$ cat config.mk
export PLATFORM = sky130hd
export DESIGN_NAME = adcc_top
export DESIGN_NICKNAME = d
export VERILOG_FILES = /design/src/verilog/adcc_pkg.sv /design/src/verilog/adcc_if.sv /design/src/verilog/adcc_sar.sv /design/src/verilog/adcc_top.sv /design/src/verilog/adcc_trig.sv
export VERILOG_INCLUDE_DIRS = /design/src /design/src/verilog
export SDC_FILE = /design/constraint.sdc
export NUM_CORES = 1
export LEC_CHECK = 0
export ABC_AREA = 1
export ABC_CLOCK_PERIOD_IN_PS = 1800
export BUFFER_PORTS_ARGS = -buffer_cell sky130_fd_sc_hd__buf_2
export CAP_MARGIN = 20
export CORE_MARGIN = 1
export CORE_UTILIZATION = 47
export CTS_CLUSTER_SIZE = 25
export DETAILED_ROUTE_END_ITERATION = 10
export GPL_ROUTABILITY_DRIVEN = 1
export PLACE_DENSITY = 0.88
export SYNTH_ARGS = -nofsm -noshare
export SYNTH_HDL_FRONTEND = slang
export SYNTH_SLANG_ARGS = --single-unit
$ cat constraint.sdc
create_clock -name core_clk -period 1.8 [get_ports core_clk]
set_clock_uncertainty 0.2 [all_clocks]
set_input_delay 0.27 -clock core_clk [delete_from_list [all_inputs] [get_ports core_clk]]
set_output_delay 0.27 -clock core_clk [all_outputs]
set_load 0.03 [all_outputs]
$ cat src/verilog/adcc_defines.svh
`ifndef ADCC_DEFINES_SVH
`define ADCC_DEFINES_SVH

// Register indices; byte address is four times the index
`define ADCC_IDX_RESULT_HI    16'hFFC4
`define ADCC_IDX_RESULT_LO    16'hFFC5
`define ADCC_IDX_MODE         16'hFFC6
`define ADCC_IDX_START        16'hFFC7
`define ADCC_IDX_CLK_STOP_1   16'hFFFA
`define ADCC_IDX_IRQ_STATUS   16'h0100
`define ADCC_IDX_IRQ_ENABLE   16'h0101
`define ADCC_IDX_IRQ_CLEAR    16'h0102
`define ADCC_IDX_PORT_MODE_1  16'h0103
`define ADCC_IDX_EDGE_SELECT  16'h0104

// Field positions
`define ADCC_MODE_SPEED_BIT   7
`define ADCC_MODE_TRIG_BIT    6
`define ADCC_START_FLAG_BIT   7
`define ADCC_STANDBY_BIT      4
`define ADCC_CONV_END_BIT     0
`define ADCC_PIN_FUNC_BIT     0
`define ADCC_EDGE_SEL_BIT     0

// Reset values
`define ADCC_MODE_RESET       8'h30
`define ADCC_START_RESET      8'h7F
`define ADCC_CLK_STOP_RESET   8'hFF

// Conversion periods in system clocks, and one trial length per speed
`define ADCC_PERIOD_SLOW      6'd62
`define ADCC_PERIOD_FAST      6'd31
`define ADCC_TRIAL_SLOW       3'd6
`define ADCC_TRIAL_FAST       3'd3

`endif

$ cat src/verilog/adcc_pkg.sv
package adcc_pkg;

    typedef enum logic [1:0] {
        ADCC_IDLE = 2'b01,
        ADCC_RUN  = 2'b10
    } adcc_state_e;

    typedef logic [1:0] adcc_resp_t;

endpackage : adcc_pkg

$ cat src/verilog/adcc_if.sv
`timescale 1ns/1ps
interface adcc_if;
    logic       startReq;
    logic       stopReq;
    logic       fast;
    logic       hold;
    logic       busy;
    logic       done;
    logic [9:0] result;

    modport ctrl (output startReq, output stopReq, output fast, output hold,
                  input busy, input done, input result);
    modport sar  (input startReq, input stopReq, input fast, input hold,
                  output busy, output done, output result);
endinterface : adcc_if

$ cat src/verilog/adcc_sar.sv
`timescale 1ns/1ps
`include "adcc_defines.svh"
module adcc_sar
    import adcc_pkg::*;
(
    input  wire logic core_clk,
    input  wire logic arst_n,
    input  wire logic ce,
    input  wire logic cmpHigh,
    output logic [9:0] dacCode,
    adcc_if.sar       ctl
);
    adcc_state_e state_ff;
    logic [5:0]  cnt_ff;
    logic [2:0]  phase_ff;
    logic [3:0]  bitIdx_ff;
    logic        trialsDone_ff;
    logic        done_ff;
    logic [9:0]  result_ff;
    logic [5:0]  periodLast;
    logic [2:0]  trialLast;

    assign periodLast = (ctl.fast ? `ADCC_PERIOD_FAST : `ADCC_PERIOD_SLOW) - 6'd1;
    assign trialLast  = (ctl.fast ? `ADCC_TRIAL_FAST : `ADCC_TRIAL_SLOW) - 3'd1;
    assign ctl.busy   = (state_ff == ADCC_RUN);
    assign ctl.done   = done_ff;
    assign ctl.result = result_ff;

    always_ff @(posedge core_clk or negedge arst_n) begin
        if (!arst_n) begin
            state_ff      <= ADCC_IDLE;
            cnt_ff        <= 6'd0;
            phase_ff      <= 3'd0;
            bitIdx_ff     <= 4'd9;
            trialsDone_ff <= 1'b0;
            done_ff       <= 1'b0;
            dacCode       <= 10'h000;
        end else if (ce && !ctl.hold) begin
            done_ff <= 1'b0;
            unique case (state_ff)
                ADCC_IDLE: begin
                    if (ctl.startReq) begin
                        state_ff      <= ADCC_RUN;
                        cnt_ff        <= 6'd0;
                        phase_ff      <= 3'd0;
                        bitIdx_ff     <= 4'd9;
                        trialsDone_ff <= 1'b0;
                        dacCode       <= 10'h200;
                    end
                end
                ADCC_RUN: begin
                    if (ctl.stopReq) begin
                        state_ff <= ADCC_IDLE;
                    end else if (cnt_ff == periodLast) begin
                        state_ff <= ADCC_IDLE;
                        done_ff  <= 1'b1;
                    end else begin
                        cnt_ff <= cnt_ff + 6'd1;
                        if (!trialsDone_ff) begin
                            phase_ff <= (phase_ff == trialLast) ? 3'd0 : phase_ff + 3'd1;
                        end
                        if (!trialsDone_ff && phase_ff == trialLast) begin
                            if (bitIdx_ff == 4'd0) begin
                                trialsDone_ff <= 1'b1;
                                dacCode <= cmpHigh ? dacCode : (dacCode & ~10'h001);
                            end else begin
                                dacCode <= (cmpHigh ? dacCode
                                                    : (dacCode & ~(10'h001 << bitIdx_ff)))
                                           | (10'h001 << (bitIdx_ff - 4'd1));
                                bitIdx_ff <= bitIdx_ff - 4'd1;
                            end
                        end
                    end
                end
            endcase
        end
    end

    // Result is data, so it keeps its value through reset
    always_ff @(posedge core_clk) begin
        if (ce && !ctl.hold && state_ff == ADCC_RUN && !ctl.stopReq
            && cnt_ff == periodLast) begin
            result_ff <= dacCode;
        end
    end
endmodule : adcc_sar

$ cat src/verilog/adcc_top.sv
// The placing of the registers and the AXI4-Lite interface to the registers were decided locally.
`timescale 1ns/1ps
`include "adcc_defines.svh"
// Behaviour
// - Standby bit 4: 0 standby, resets 1
// - Successive approximation giving 10-bit results
// - Writing start flag 1 begins conversion
// - Start flag 1 during conversion, self-clears
// - Conversion end sets request flag
// - Interrupt only while end enable is 1
// - Trigger needs pin function and enable
// - Selected trigger edge sets flag, starts
// - Mode, start reset; results survive reset
// - Low-power and standby modes hold mode register and converter
// - Result stored as flag clears, idle
// - Upper 8 bits high, lower 2 low
// - Writing 0 to start flag stops conversion
// - Speed bit: 62 or 31 clocks
module adcc_top
    import adcc_pkg::*;
#(
    parameter int ADDR_W = 18
)
(
    input  wire logic              core_clk,
    input  wire logic              arst_n,
    input  wire logic              ce,
    input  wire logic              lowPowerHold,
    input  wire logic              cmpHigh,
    input  wire logic              external_trigger_pin,
    output logic       [9:0]       dacCode,
    output logic       [3:0]       input_channel_select,
    output logic                   irq,
    input  wire logic [ADDR_W-1:0] s_axi_awaddr,
    input  wire logic              s_axi_awvalid,
    output logic                   s_axi_awready,
    input  wire logic [31:0]       s_axi_wdata,
    input  wire logic [3:0]        s_axi_wstrb,
    input  wire logic              s_axi_wvalid,
    output logic                   s_axi_wready,
    output logic [1:0]             s_axi_bresp,
    output logic                   s_axi_bvalid,
    input  wire logic              s_axi_bready,
    input  wire logic [ADDR_W-1:0] s_axi_araddr,
    input  wire logic              s_axi_arvalid,
    output logic                   s_axi_arready,
    output logic [31:0]            s_axi_rdata,
    output logic [1:0]             s_axi_rresp,
    output logic                   s_axi_rvalid,
    input  wire logic              s_axi_rready
);
    localparam adcc_resp_t RESP_OKAY   = 2'b00;
    localparam adcc_resp_t RESP_SLVERR = 2'b10;

    adcc_if conv ();

    // Register state
    logic       speedFast_ff;
    logic       trigEnable_ff;
    logic [7:0] clockStop_ff;
    logic       pinFunc_ff;
    logic       edgeRising_ff;
    logic       irqStatus_ff;
    logic       irqEnable_ff;

    // Bus handshake state
    logic       wrFire;
    logic       rdFire;
    logic [15:0] wrIdx;
    logic [15:0] rdIdx;
    logic       wrLane0;
    logic [7:0] wrByte;
    logic       wrHit;
    logic       rdHit;
    logic [7:0] rdByte;

    // Converter control
    logic       standby;
    logic       freeze;
    logic       trigPulse;
    logic       swStart;
    logic       swStop;
    logic       busyPrev_ff;

    assign standby = ~clockStop_ff[`ADCC_STANDBY_BIT];
    // Clock-stop register itself stays reachable so standby can be left again
    assign freeze  = lowPowerHold | standby;

    // ---------------- AXI4-Lite write channel ----------------
    assign wrFire  = s_axi_awready;
    assign wrIdx   = s_axi_awaddr[17:2];
    assign wrLane0 = s_axi_wstrb[0];
    assign wrByte  = s_axi_wdata[7:0];

    always_comb begin
        unique case (wrIdx)
            `ADCC_IDX_RESULT_HI,
            `ADCC_IDX_RESULT_LO,
            `ADCC_IDX_MODE,
            `ADCC_IDX_START,
            `ADCC_IDX_CLK_STOP_1,
            `ADCC_IDX_IRQ_STATUS,
            `ADCC_IDX_IRQ_ENABLE,
            `ADCC_IDX_IRQ_CLEAR,
            `ADCC_IDX_PORT_MODE_1,
            `ADCC_IDX_EDGE_SELECT: wrHit = 1'b1;
            default:               wrHit = 1'b0;
        endcase
    end

    // Address and data are taken together, one edge, once both are offered
    always_ff @(posedge core_clk or negedge arst_n) begin
        if (!arst_n) begin
            s_axi_awready <= 1'b0;
            s_axi_wready  <= 1'b0;
        end else if (ce) begin
            s_axi_awready <= ~s_axi_awready & s_axi_awvalid & s_axi_wvalid & ~s_axi_bvalid;
            s_axi_wready  <= ~s_axi_awready & s_axi_awvalid & s_axi_wvalid & ~s_axi_bvalid;
        end
    end

    always_ff @(posedge core_clk or negedge arst_n) begin
        if (!arst_n) begin
            s_axi_bvalid <= 1'b0;
            s_axi_bresp  <= RESP_OKAY;
        end else if (ce) begin
            if (wrFire) begin
                s_axi_bvalid <= 1'b1;
                s_axi_bresp  <= wrHit ? RESP_OKAY : RESP_SLVERR;
            end else if (s_axi_bready) begin
                s_axi_bvalid <= 1'b0;
            end
        end
    end

    // ---------------- AXI4-Lite read channel ----------------
    assign rdFire = s_axi_arready;
    assign rdIdx  = s_axi_araddr[17:2];

    always_comb begin
        rdHit  = 1'b1;
        rdByte = 8'h00;
        unique case (rdIdx)
            `ADCC_IDX_RESULT_HI:   rdByte = conv.result[9:2];
            `ADCC_IDX_RESULT_LO:   rdByte = {conv.result[1:0], 6'b00_0000};
            `ADCC_IDX_MODE:        rdByte = {speedFast_ff, trigEnable_ff, 2'b11,
                                             input_channel_select};
            `ADCC_IDX_START:       rdByte = {conv.busy, 7'h7F};
            `ADCC_IDX_CLK_STOP_1:  rdByte = clockStop_ff;
            `ADCC_IDX_IRQ_STATUS:  rdByte = {7'h00, irqStatus_ff};
            `ADCC_IDX_IRQ_ENABLE:  rdByte = {7'h00, irqEnable_ff};
            `ADCC_IDX_IRQ_CLEAR:   rdByte = 8'h00;
            `ADCC_IDX_PORT_MODE_1: rdByte = {7'h00, pinFunc_ff};
            `ADCC_IDX_EDGE_SELECT: rdByte = {7'h00, edgeRising_ff};
            default:               rdHit  = 1'b0;
        endcase
    end

    always_ff @(posedge core_clk or negedge arst_n) begin
        if (!arst_n) begin
            s_axi_arready <= 1'b0;
        end else if (ce) begin
            s_axi_arready <= ~s_axi_arready & s_axi_arvalid & ~s_axi_rvalid;
        end
    end

    always_ff @(posedge core_clk or negedge arst_n) begin
        if (!arst_n) begin
            s_axi_rvalid <= 1'b0;
            s_axi_rdata  <= 32'h0000_0000;
            s_axi_rresp  <= RESP_OKAY;
        end else if (ce) begin
            if (rdFire) begin
                s_axi_rvalid <= 1'b1;
                s_axi_rdata  <= {24'h00_0000, rdByte};
                s_axi_rresp  <= rdHit ? RESP_OKAY : RESP_SLVERR;
            end else if (s_axi_rready) begin
                s_axi_rvalid <= 1'b0;
            end
        end
    end

    // ---------------- Mode register ----------------
    // Held in low power and standby; settings changes mid-run are software's care
    always_ff @(posedge core_clk or negedge arst_n) begin
        if (!arst_n) begin
            speedFast_ff         <= 1'(`ADCC_MODE_RESET >> `ADCC_MODE_SPEED_BIT);
            trigEnable_ff        <= 1'b0;
            input_channel_select <= 4'h0;
        end else if (ce && !freeze && wrFire && wrLane0 && wrIdx == `ADCC_IDX_MODE) begin
            speedFast_ff         <= wrByte[`ADCC_MODE_SPEED_BIT];
            trigEnable_ff        <= wrByte[`ADCC_MODE_TRIG_BIT];
            input_channel_select <= wrByte[3:0];
        end
    end

    // ---------------- Clock stop and pin control ----------------
    always_ff @(posedge core_clk or negedge arst_n) begin
        if (!arst_n) begin
            clockStop_ff <= `ADCC_CLK_STOP_RESET;
        end else if (ce && wrFire && wrLane0 && wrIdx == `ADCC_IDX_CLK_STOP_1) begin
            clockStop_ff <= wrByte;
        end
    end

    always_ff @(posedge core_clk or negedge arst_n) begin
        if (!arst_n) begin
            pinFunc_ff    <= 1'b0;
            edgeRising_ff <= 1'b0;
        end else if (ce && wrFire && wrLane0) begin
            if (wrIdx == `ADCC_IDX_PORT_MODE_1) begin
                pinFunc_ff <= wrByte[`ADCC_PIN_FUNC_BIT];
            end
            if (wrIdx == `ADCC_IDX_EDGE_SELECT) begin
                edgeRising_ff <= wrByte[`ADCC_EDGE_SEL_BIT];
            end
        end
    end

    // ---------------- Start and stop ----------------
    assign swStart = wrFire && wrLane0 && wrIdx == `ADCC_IDX_START
                     && wrByte[`ADCC_START_FLAG_BIT];
    assign swStop  = wrFire && wrLane0 && wrIdx == `ADCC_IDX_START
                     && !wrByte[`ADCC_START_FLAG_BIT];

    adcc_trig u_trig (
        .core_clk  (core_clk),
        .arst_n    (arst_n),
        .ce        (ce),
        .trigPin   (external_trigger_pin),
        .risingSel (edgeRising_ff),
        .enable    (pinFunc_ff & trigEnable_ff),
        .trigPulse (trigPulse)
    );

    // Standby and low power block both start sources
    assign conv.startReq = ~freeze & (swStart | trigPulse);
    assign conv.stopReq  = swStop;
    assign conv.fast     = speedFast_ff;
    assign conv.hold     = freeze;

    adcc_sar u_sar (
        .core_clk (core_clk),
        .arst_n   (arst_n),
        .ce       (ce),
        .cmpHigh  (cmpHigh),
        .dacCode  (dacCode),
        .ctl      (conv)
    );

    // ---------------- Interrupt ----------------
    always_ff @(posedge core_clk or negedge arst_n) begin
        if (!arst_n) begin
            busyPrev_ff <= 1'b0;
        end else if (ce) begin
            busyPrev_ff <= conv.busy;
        end
    end

    // Set wins over a clear in the same cycle so no end event is lost
    always_ff @(posedge core_clk or negedge arst_n) begin
        if (!arst_n) begin
            irqStatus_ff <= 1'b0;
        end else if (ce) begin
            if (conv.done) begin
                irqStatus_ff <= 1'b1;
            end else if (wrFire && wrLane0 && wrIdx == `ADCC_IDX_IRQ_CLEAR
                         && wrByte[`ADCC_CONV_END_BIT]) begin
                irqStatus_ff <= 1'b0;
            end
        end
    end

    always_ff @(posedge core_clk or negedge arst_n) begin
        if (!arst_n) begin
            irqEnable_ff <= 1'b0;
        end else if (ce && wrFire && wrLane0 && wrIdx == `ADCC_IDX_IRQ_ENABLE) begin
            irqEnable_ff <= wrByte[`ADCC_CONV_END_BIT];
        end
    end

    always_ff @(posedge core_clk or negedge arst_n) begin
        if (!arst_n) begin
            irq <= 1'b0;
        end else if (ce) begin
            irq <= irqEnable_ff & (irqStatus_ff | conv.done);
        end
    end

endmodule : adcc_top

$ cat src/verilog/adcc_trig.sv
`timescale 1ns/1ps
module adcc_trig
    import adcc_pkg::*;
(
    input  wire logic core_clk,
    input  wire logic arst_n,
    input  wire logic ce,
    input  wire logic trigPin,
    input  wire logic risingSel,
    input  wire logic enable,
    output logic      trigPulse
);
    logic pinPrev_ff;

    always_ff @(posedge core_clk or negedge arst_n) begin
        if (!arst_n) begin
            pinPrev_ff <= 1'b0;
            trigPulse  <= 1'b0;
        end else if (ce) begin
            pinPrev_ff <= trigPin;
            trigPulse  <= enable & (risingSel ? (trigPin & ~pinPrev_ff)
                                              : (~trigPin & pinPrev_ff));
        end
    end
endmodule : adcc_trig
==> results.md, run 1 <==
* Required time of the critical path at 1.86 ns
* Die ar. at 9764 um2
* Clock transition at path regs at 0.09 ns
* H-tree depth at 3
* Worst-Margin Slew at 0.4983 ns
* Die height at 98.82 um
* Ratio of cells with drive above 1 in the final layout at 29.59%
* Setup ws final at -0.07269 ns
* Overflow after GRT at 0
* Most frequent CP cell: nand2_1
* Critical path class: reg2reg
* Placed cell count at 818
* # DRC at 0
* ANT cells at 0
* PwrDens at 647.6 nW/um2
* CTS root buffer: clkbuf_8
* Synth Cell Area at 4405 um2
* CP Capture Point: u_sar.bitIdx_ff[1]
* Slowest cell delay on critical path at 0.58 ns
* Status: finished, violations left
* Leak pwr at 2.906 nW
* Slowest stage cell, crit path: dfstp_2
* Failing checks: setup timing
* Tcrit/Tclk final at 104.0%
* Initial antenna violation count at 0
* CP Depth at 11
* Skew-Pair Late Insertion Delay at 0.38 ns
* Final slew viol count at 0
* Worst Path Max Fanout at 8
* MaxCap Viol Count at 0
* CP Cell Sequence: inv_4, ha_4, nand2_4, nor2_4, nand2_1, nand2_1, inv_2, nand3_4, buf_8, o21ai_1, nand2_1
* Final #Nets at 833
* Chip Width at 98.82 um
* Starting Density at 49.55%
* DRT iter0 DRCs at 245
* Async set-reset flop share out of synthesis at 86.11%
* Bufs and invs on worst path at 3
* Reg-to-Reg End: u_sar.bitIdx_ff[1]
* Final hold violation count at 0
* Wire length per cell at 14.39 um
* Util after Layout at 64.20%
* Clk buf depth at 2
* Row cnt at 34
* Avg Inst Size Synth at 7.404 um2
* GRT Overall Usage at 25.30%
* CP delay by family, top: flip-flops
* YS warnings at 0
* Reg2Reg Setup Slack at -0.07 ns
* Synth cell types at 42
* Gate Count Post-Synth at 595
* Vias per cell at 5.402
* CTS tree: yes
* Beginning of the critical path: u_sar.bitIdx_ff[0]
* Worst IR Drop VDD at 347.3 uV
* Via Count at 4619
* Overall power at 3.696 mW
* FMAX at 534.0 MHz
* Router iterations before antenna repair at 5
* EDFF count, synth at 10
* Fillers at 690
* First-pass GRT wire length at 19.57 mm
* CTS sink cnt at 72
* Seq/Total Area, Yosys at 42.35%
* Setup TNS at -0.8417 ns
* Routability Congestion at 0.8834
* Post-Route WL at 12.31 mm
* Syn-to-layout area delta at 29.57%
* HPWL Detailed at 8.658 mm
* CORE AREA at 8891 um2
* Post-DRT Antenna Nets at 0
* Setup Viol. Count Final at 17
* Number of I/O pins at 139
* Vias in the first global route at 4441
* Worst hold-check path type: in2reg
* Slew margin rel. at 66.47%
* Largest net degree at the start of global routing at 25
* # port buffers at 81
* Fin crit period at 1.873 ns
* RSZ-0062 raised after global routing: yes
* Crit end category: flop
* Non-Filler Instances at 855
* Worst r2r src: u_sar.bitIdx_ff[0]
* Cells on worst reg2reg path at 11
* Register bit total from synthesis at 72
* Startpoint Class: flop
* Dominant synthesized flop cell: dfrtp_1
* CTS Buf Count at 9
* Worst Path Arrival at 1.93 ns
-- stage by stage --
step	setup slack (ns)	instance area (um2)	hold slack [ns]
after floorplan	-0.0003778	4533	-0.2256
after global placement	-0.04544	5192	0.03152
after detailed placement	-0.09125	5192	0.03681
after CTS	-0.05602	5557	0.02707
after global routing	-0.1714	5708	0.04151
final	-0.07269	5708	0.03032
-- worst register-to-register path, cell delays in order, from the launching register on --
cell,delay [ns]
dfstp_2,0.58
inv_4,0.06
ha_4,0.16
nand2_4,0.08
nor2_4,0.04
nand2_1,0.06
nand2_1,0.06
inv_2,0.07
nand3_4,0.11
buf_8,0.17
o21ai_1,0.12
nand2_1,0.06
-- placed cells by master (no fill, tap or decap), types with 11 or more instances in the layout --
cell type,count
a21oi_1,11
o21ai_0,30
buf_2,81
nand3_1,43
dfstp_2,11
dlygate4sd3_1,12
conb_1,26
nor2_1,58
nand2_1,184
o21ai_2,14
nand4_1,15
inv_1,54
buf_4,46
dfrtp_1,50
-- area by class of cell --
cell class / instances / area (um2) / area share, %
Multi-Input combinational cell: 450 / 2272 / 39.81
Timing Repair Buffer: 148 / 1020 / 17.87
Clock inverter: 7 / 58.81 / 1.030
Tap cell: 108 / 135.1 / 2.367
Inverter: 61 / 231.5 / 4.055
Clock buffer: 9 / 123.9 / 2.170
Sequential cell: 72 / 1867 / 32.70
-- sequential cells by signal, indices dropped and copies added, names as in the netlist, 2 cells and up --
register and flops:
u_sar.ctl.result 10, u_sar.dacCode 10, clockStop_ff 8, s_axi_rdata 8, u_sar.cnt_ff 6, input_channel_select 4
u_sar.bitIdx_ff 4, u_sar.phase_ff 3, u_sar.state_ff 2
-- power by group --
group | switching [mW] | internal, mW
sequential | 0.0507 | 1.71
combinational | 0.485 | 0.204
clock | 0.716 | 0.528
-- synth_stat cells, types with 6 or more instances --
library cell | n | area share, %
dfrtp_1 | 51 | 29
nor2_1 | 60 | 5.1
o21ai_1 | 6 | 0.68
ha_1 | 8 | 2.3
buf_4 | 28 | 4.8
a21oi_1 | 12 | 1.4
nand2_1 | 188 | 16
nand4_1 | 15 | 2.1
nand2_2 | 7 | 0.99
nand3_1 | 46 | 5.2
inv_1 | 59 | 5.0
o21ai_2 | 6 | 1.2
edfxtp_1 | 10 | 6.8
o21ai_0 | 42 | 4.8
dfstp_2 | 11 | 6.6
-- routing by layer --
metal  share of wire [%]  vias up  GRT usage [%]
met5                   0        -              0
met4                 4.2        0          15.27
met2                  51      242          45.29
met3                 7.5       65          4.113
met1                  37     2142          28.22
li1                    -     2170              -
-- timing repair --
action	4_1_cts	5_1_grt
setup buffers	3	6
hold buffers	12	0
pin swaps	2	10
setup endpoints to repair	25	33
hold endpoints to repair	43	0
resized for setup	10	30
gates cloned	0	0
-- worst min-delay path by stage --
stage	from	end	slack, ns	depth (start not counted)
detailed placement	arst_n	u_sar.bitIdx_ff[1]	0.04	1
floorplan	arst_n	conv.fast	-0.23	0
global route	s_axi_wdata[1]	clockStop_ff[1]	0.04	3
finish	s_axi_wdata[1]	clockStop_ff[1]	0.03	3
CTS	s_axi_wdata[7]	clockStop_ff[7]	0.03	3
global placement	arst_n	u_sar.dacCode[2]	0.03	1
-- cells by family (layout without fill, tap and decap cells) --
group / after synthesis / in the layout / synth area share, %
other: 1 / 26 / 0.08512
DFF: 72 / 72 / 42.35
xor gates and xnor gates: 4 / 4 / 0.9658
buffers and inverters: 98 / 225 / 11.33
and+or+nand+nor: 336 / 336 / 33.14
adders and majority gates: 8 / 8 / 2.272
AOI/OAI and AO/OA: 76 / 76 / 9.856
Note: power is estimated with default switching activity, not from simulation.
==> inputs of run 2 (changes only) <==
--- a/config.mk
+++ b/config.mk
@@ -7,15 +7,16 @@
 export NUM_CORES = 1
 export LEC_CHECK = 0
 export ABC_AREA = 1
-export ABC_CLOCK_PERIOD_IN_PS = 1800
-export BUFFER_PORTS_ARGS = -buffer_cell sky130_fd_sc_hd__buf_2
+export ABC_CLOCK_PERIOD_IN_PS = 2100
 export CAP_MARGIN = 20
 export CORE_MARGIN = 1
-export CORE_UTILIZATION = 47
+export CORE_UTILIZATION = 53
 export CTS_CLUSTER_SIZE = 25
 export DETAILED_ROUTE_END_ITERATION = 10
+export DONT_BUFFER_PORTS = 1
 export GPL_ROUTABILITY_DRIVEN = 1
-export PLACE_DENSITY = 0.88
+export PLACE_DENSITY = 0.79
+export RECOVER_POWER = 25
 export SYNTH_ARGS = -nofsm -noshare
 export SYNTH_HDL_FRONTEND = slang
 export SYNTH_SLANG_ARGS = --single-unit
==> constraint.sdc (replaced) <==
create_clock -name core_clk -period 2.1 [get_ports core_clk]
set_clock_uncertainty 0.2 [all_clocks]
set_input_delay 0.315 -clock core_clk [delete_from_list [all_inputs] [get_ports core_clk]]
set_output_delay 0.315 -clock core_clk [all_outputs]
set_load 0.03 [all_outputs]
==> run 2 against run 1 <==
  * Sequential power decreased by 9%
  * Fmax fell by 6.8%
  * Sequential share of layout area rose by 4.8 points
  * Non-clock buffer count shrank 110
  * The run now ends clean
  * Count of clock-buffer cells in the layout unchanged
  * Cell count is 13% lower
==> results.md, run 2 (synthesis gave the netlist of run 1 again) <==
* CTS root buffer: clkbuf_8
* Vias per cell at 5.403
* Final #Nets at 724
* Critical path class: reg2reg
* Largest net degree at the start of global routing at 63
* CP Cell Sequence: inv_1, ha_1, nand2_1, nor2_1, nand2_1, nand2_1, inv_2, nand3_4, buf_6, o21ai_0, nand2_1
* Ratio of cells with drive above 1 in the final layout at 13.17%
* CTS tree: yes
* CORE AREA at 7888 um2
* Cells on worst reg2reg path at 11
* Reg2Reg Setup Slack at 0.09 ns
* Post-Route WL at 10.23 mm
* Skew-Pair Late Insertion Delay at 0.36 ns
* Placed cell count at 699
* Fin crit period at 2.009 ns
* Number of I/O pins at 139
* HPWL Detailed at 7.258 mm
* Most common cell after layout, fill and taps aside: nand2_1
* Tcrit/Tclk final at 95.66%
* Final slew viol count at 0
* First-pass GRT wire length at 16.86 mm
* Hold endpoint: u_trig.trigPulse
* Leak pwr at 2.387 nW
* Chip Width at 93.17 um
* Slew margin rel. at 43.64%
* # DRC at 0
* Hold_sp: external_trigger_pin
* Reg-to-Reg End: u_sar.dacCode[7]
* Most frequent cells in the layout: nand2_1 (187), nor2_1 (59), inv_1 (57)
* H-tree depth at 3
* Startpoint Class: flop
* CTS sink cnt at 72
* Starting Density at 55.85%
* Worst r2r src: u_sar.bitIdx_ff[0]
* Slowest cell delay on critical path at 0.53 ns
* Die ar. at 8681 um2
* CTS Buf Count at 9
* Required time of the critical path at 2.13 ns
* Worst Path Arrival at 2.04 ns
* DRT iter0 DRCs at 250
* Hold slack at 0.006582 ns
* Worst-Margin Slew at 0.8453 ns
* Syn-to-layout area delta at 12.84%
* Crit end category: flop
* Setup Viol. Count Final at 0
* Post-DRT Antenna Nets at 0
* GRT Overall Usage at 24.58%
* Via Count at 3998
* Clock transition at path regs at 0.08 ns
* Router iterations before antenna repair at 5
* Most frequent CP cell: nand2_1
* Routability Congestion at 0.8943
* Clk buf depth at 2
* Vias in the first global route at 3798
* Initial antenna violation count at 0
* Overall power at 3.185 mW
* Slowest stage cell, crit path: dfstp_2
* WHS Path Cells at 2
* Row cnt at 32
* Die height at 93.17 um
* Final hold violation count at 0
* Worst hold-check path type: in2reg
* Overflow after GRT at 0
* Worst Path Max Fanout at 5
* # port buffers at 0
* Status: complete, no violations
* Wire length per cell at 13.83 um
* Non-Filler Instances at 740
* MaxCap Viol Count at 0
* ANT cells at 0
* FMAX at 497.8 MHz
* Worst IR Drop VDD at 458.9 uV
* PwrDens at 640.7 nW/um2
[run 2: worst max-delay path by stage]
| stage | cells after the start | end | startpoint |
|---|---|---|---|
| global placement | 11 | u_sar.dacCode[6] | u_sar.bitIdx_ff[0] |
| floorplan | 11 | u_sar.bitIdx_ff[1] | u_sar.bitIdx_ff[0] |
| CTS | 11 | u_sar.dacCode[5] | u_sar.bitIdx_ff[0] |
| global route | 12 | u_sar.dacCode[1] | u_sar.bitIdx_ff[0] |
| finish | 11 | u_sar.dacCode[7] | u_sar.bitIdx_ff[0] |
| detailed placement | 11 | u_sar.dacCode[1] | u_sar.bitIdx_ff[0] |
[run 2: per-stage QoR]
step / utilization, % / setup WS [ns] / TNS, ns / area, um2
global route: 63.02 / -0.02887 / -0.1777 / 4971
global placement: 56.57 / 0.05800 / 0 / 4462
finish: 63.02 / 0.09117 / 0 / 4971
detailed placement: 56.57 / 0.02161 / 0 / 4462
floorplan: - / 0.1512 / 0 / 4499
CTS: 61.85 / 0.002085 / 0 / 4878
[run 2: critical path: cells and delay by family (launching register included)]
| family | cells | cell delay [ns] |
|---|---|---|
| compound gates | 1 | 0.15 |
| simple gates | 6 | 0.50 |
| fa+ha+maj | 1 | 0.21 |
| flops | 1 | 0.53 |
| buf+inv | 3 | 0.31 |
[run 2: layout make-up]
| cell class | count | area [um2] |
|---|---|---|
| clock buffers | 9 | 123.9 |
| repair buffers | 38 | 344.1 |
| flip-flops and latches | 72 | 1866 |
| inverters | 61 | 232.7 |
| clock inverters | 7 | 95.09 |
| multi-input cells | 451 | 2182 |
| fillers | 667 | 2917 |
| well taps | 102 | 127.6 |
[run 2: timing repair]
item                                    in CTS  in global routing
buffers inserted                             0                  6
hold buffers                                18                  0
hold endpoints to repair                    84                  0
gates resized for setup                      0                  9
endpoints found under the setup margin       0                 33
[run 2: layer usage]
layer	track usage (%)	routed length [um]
met5	0	0
met4	6.667	138
met3	6.504	768
met2	43.57	5171
met1	29.37	4156
[run 2: power breakdown]
part           total [mW]  internal, mW  switching (mW)  leakage [nW]
Combinational       0.369        0.0987           0.270          1.38
Clock                1.21         0.670           0.536         0.110
Sequential           1.61          1.47           0.142         0.894
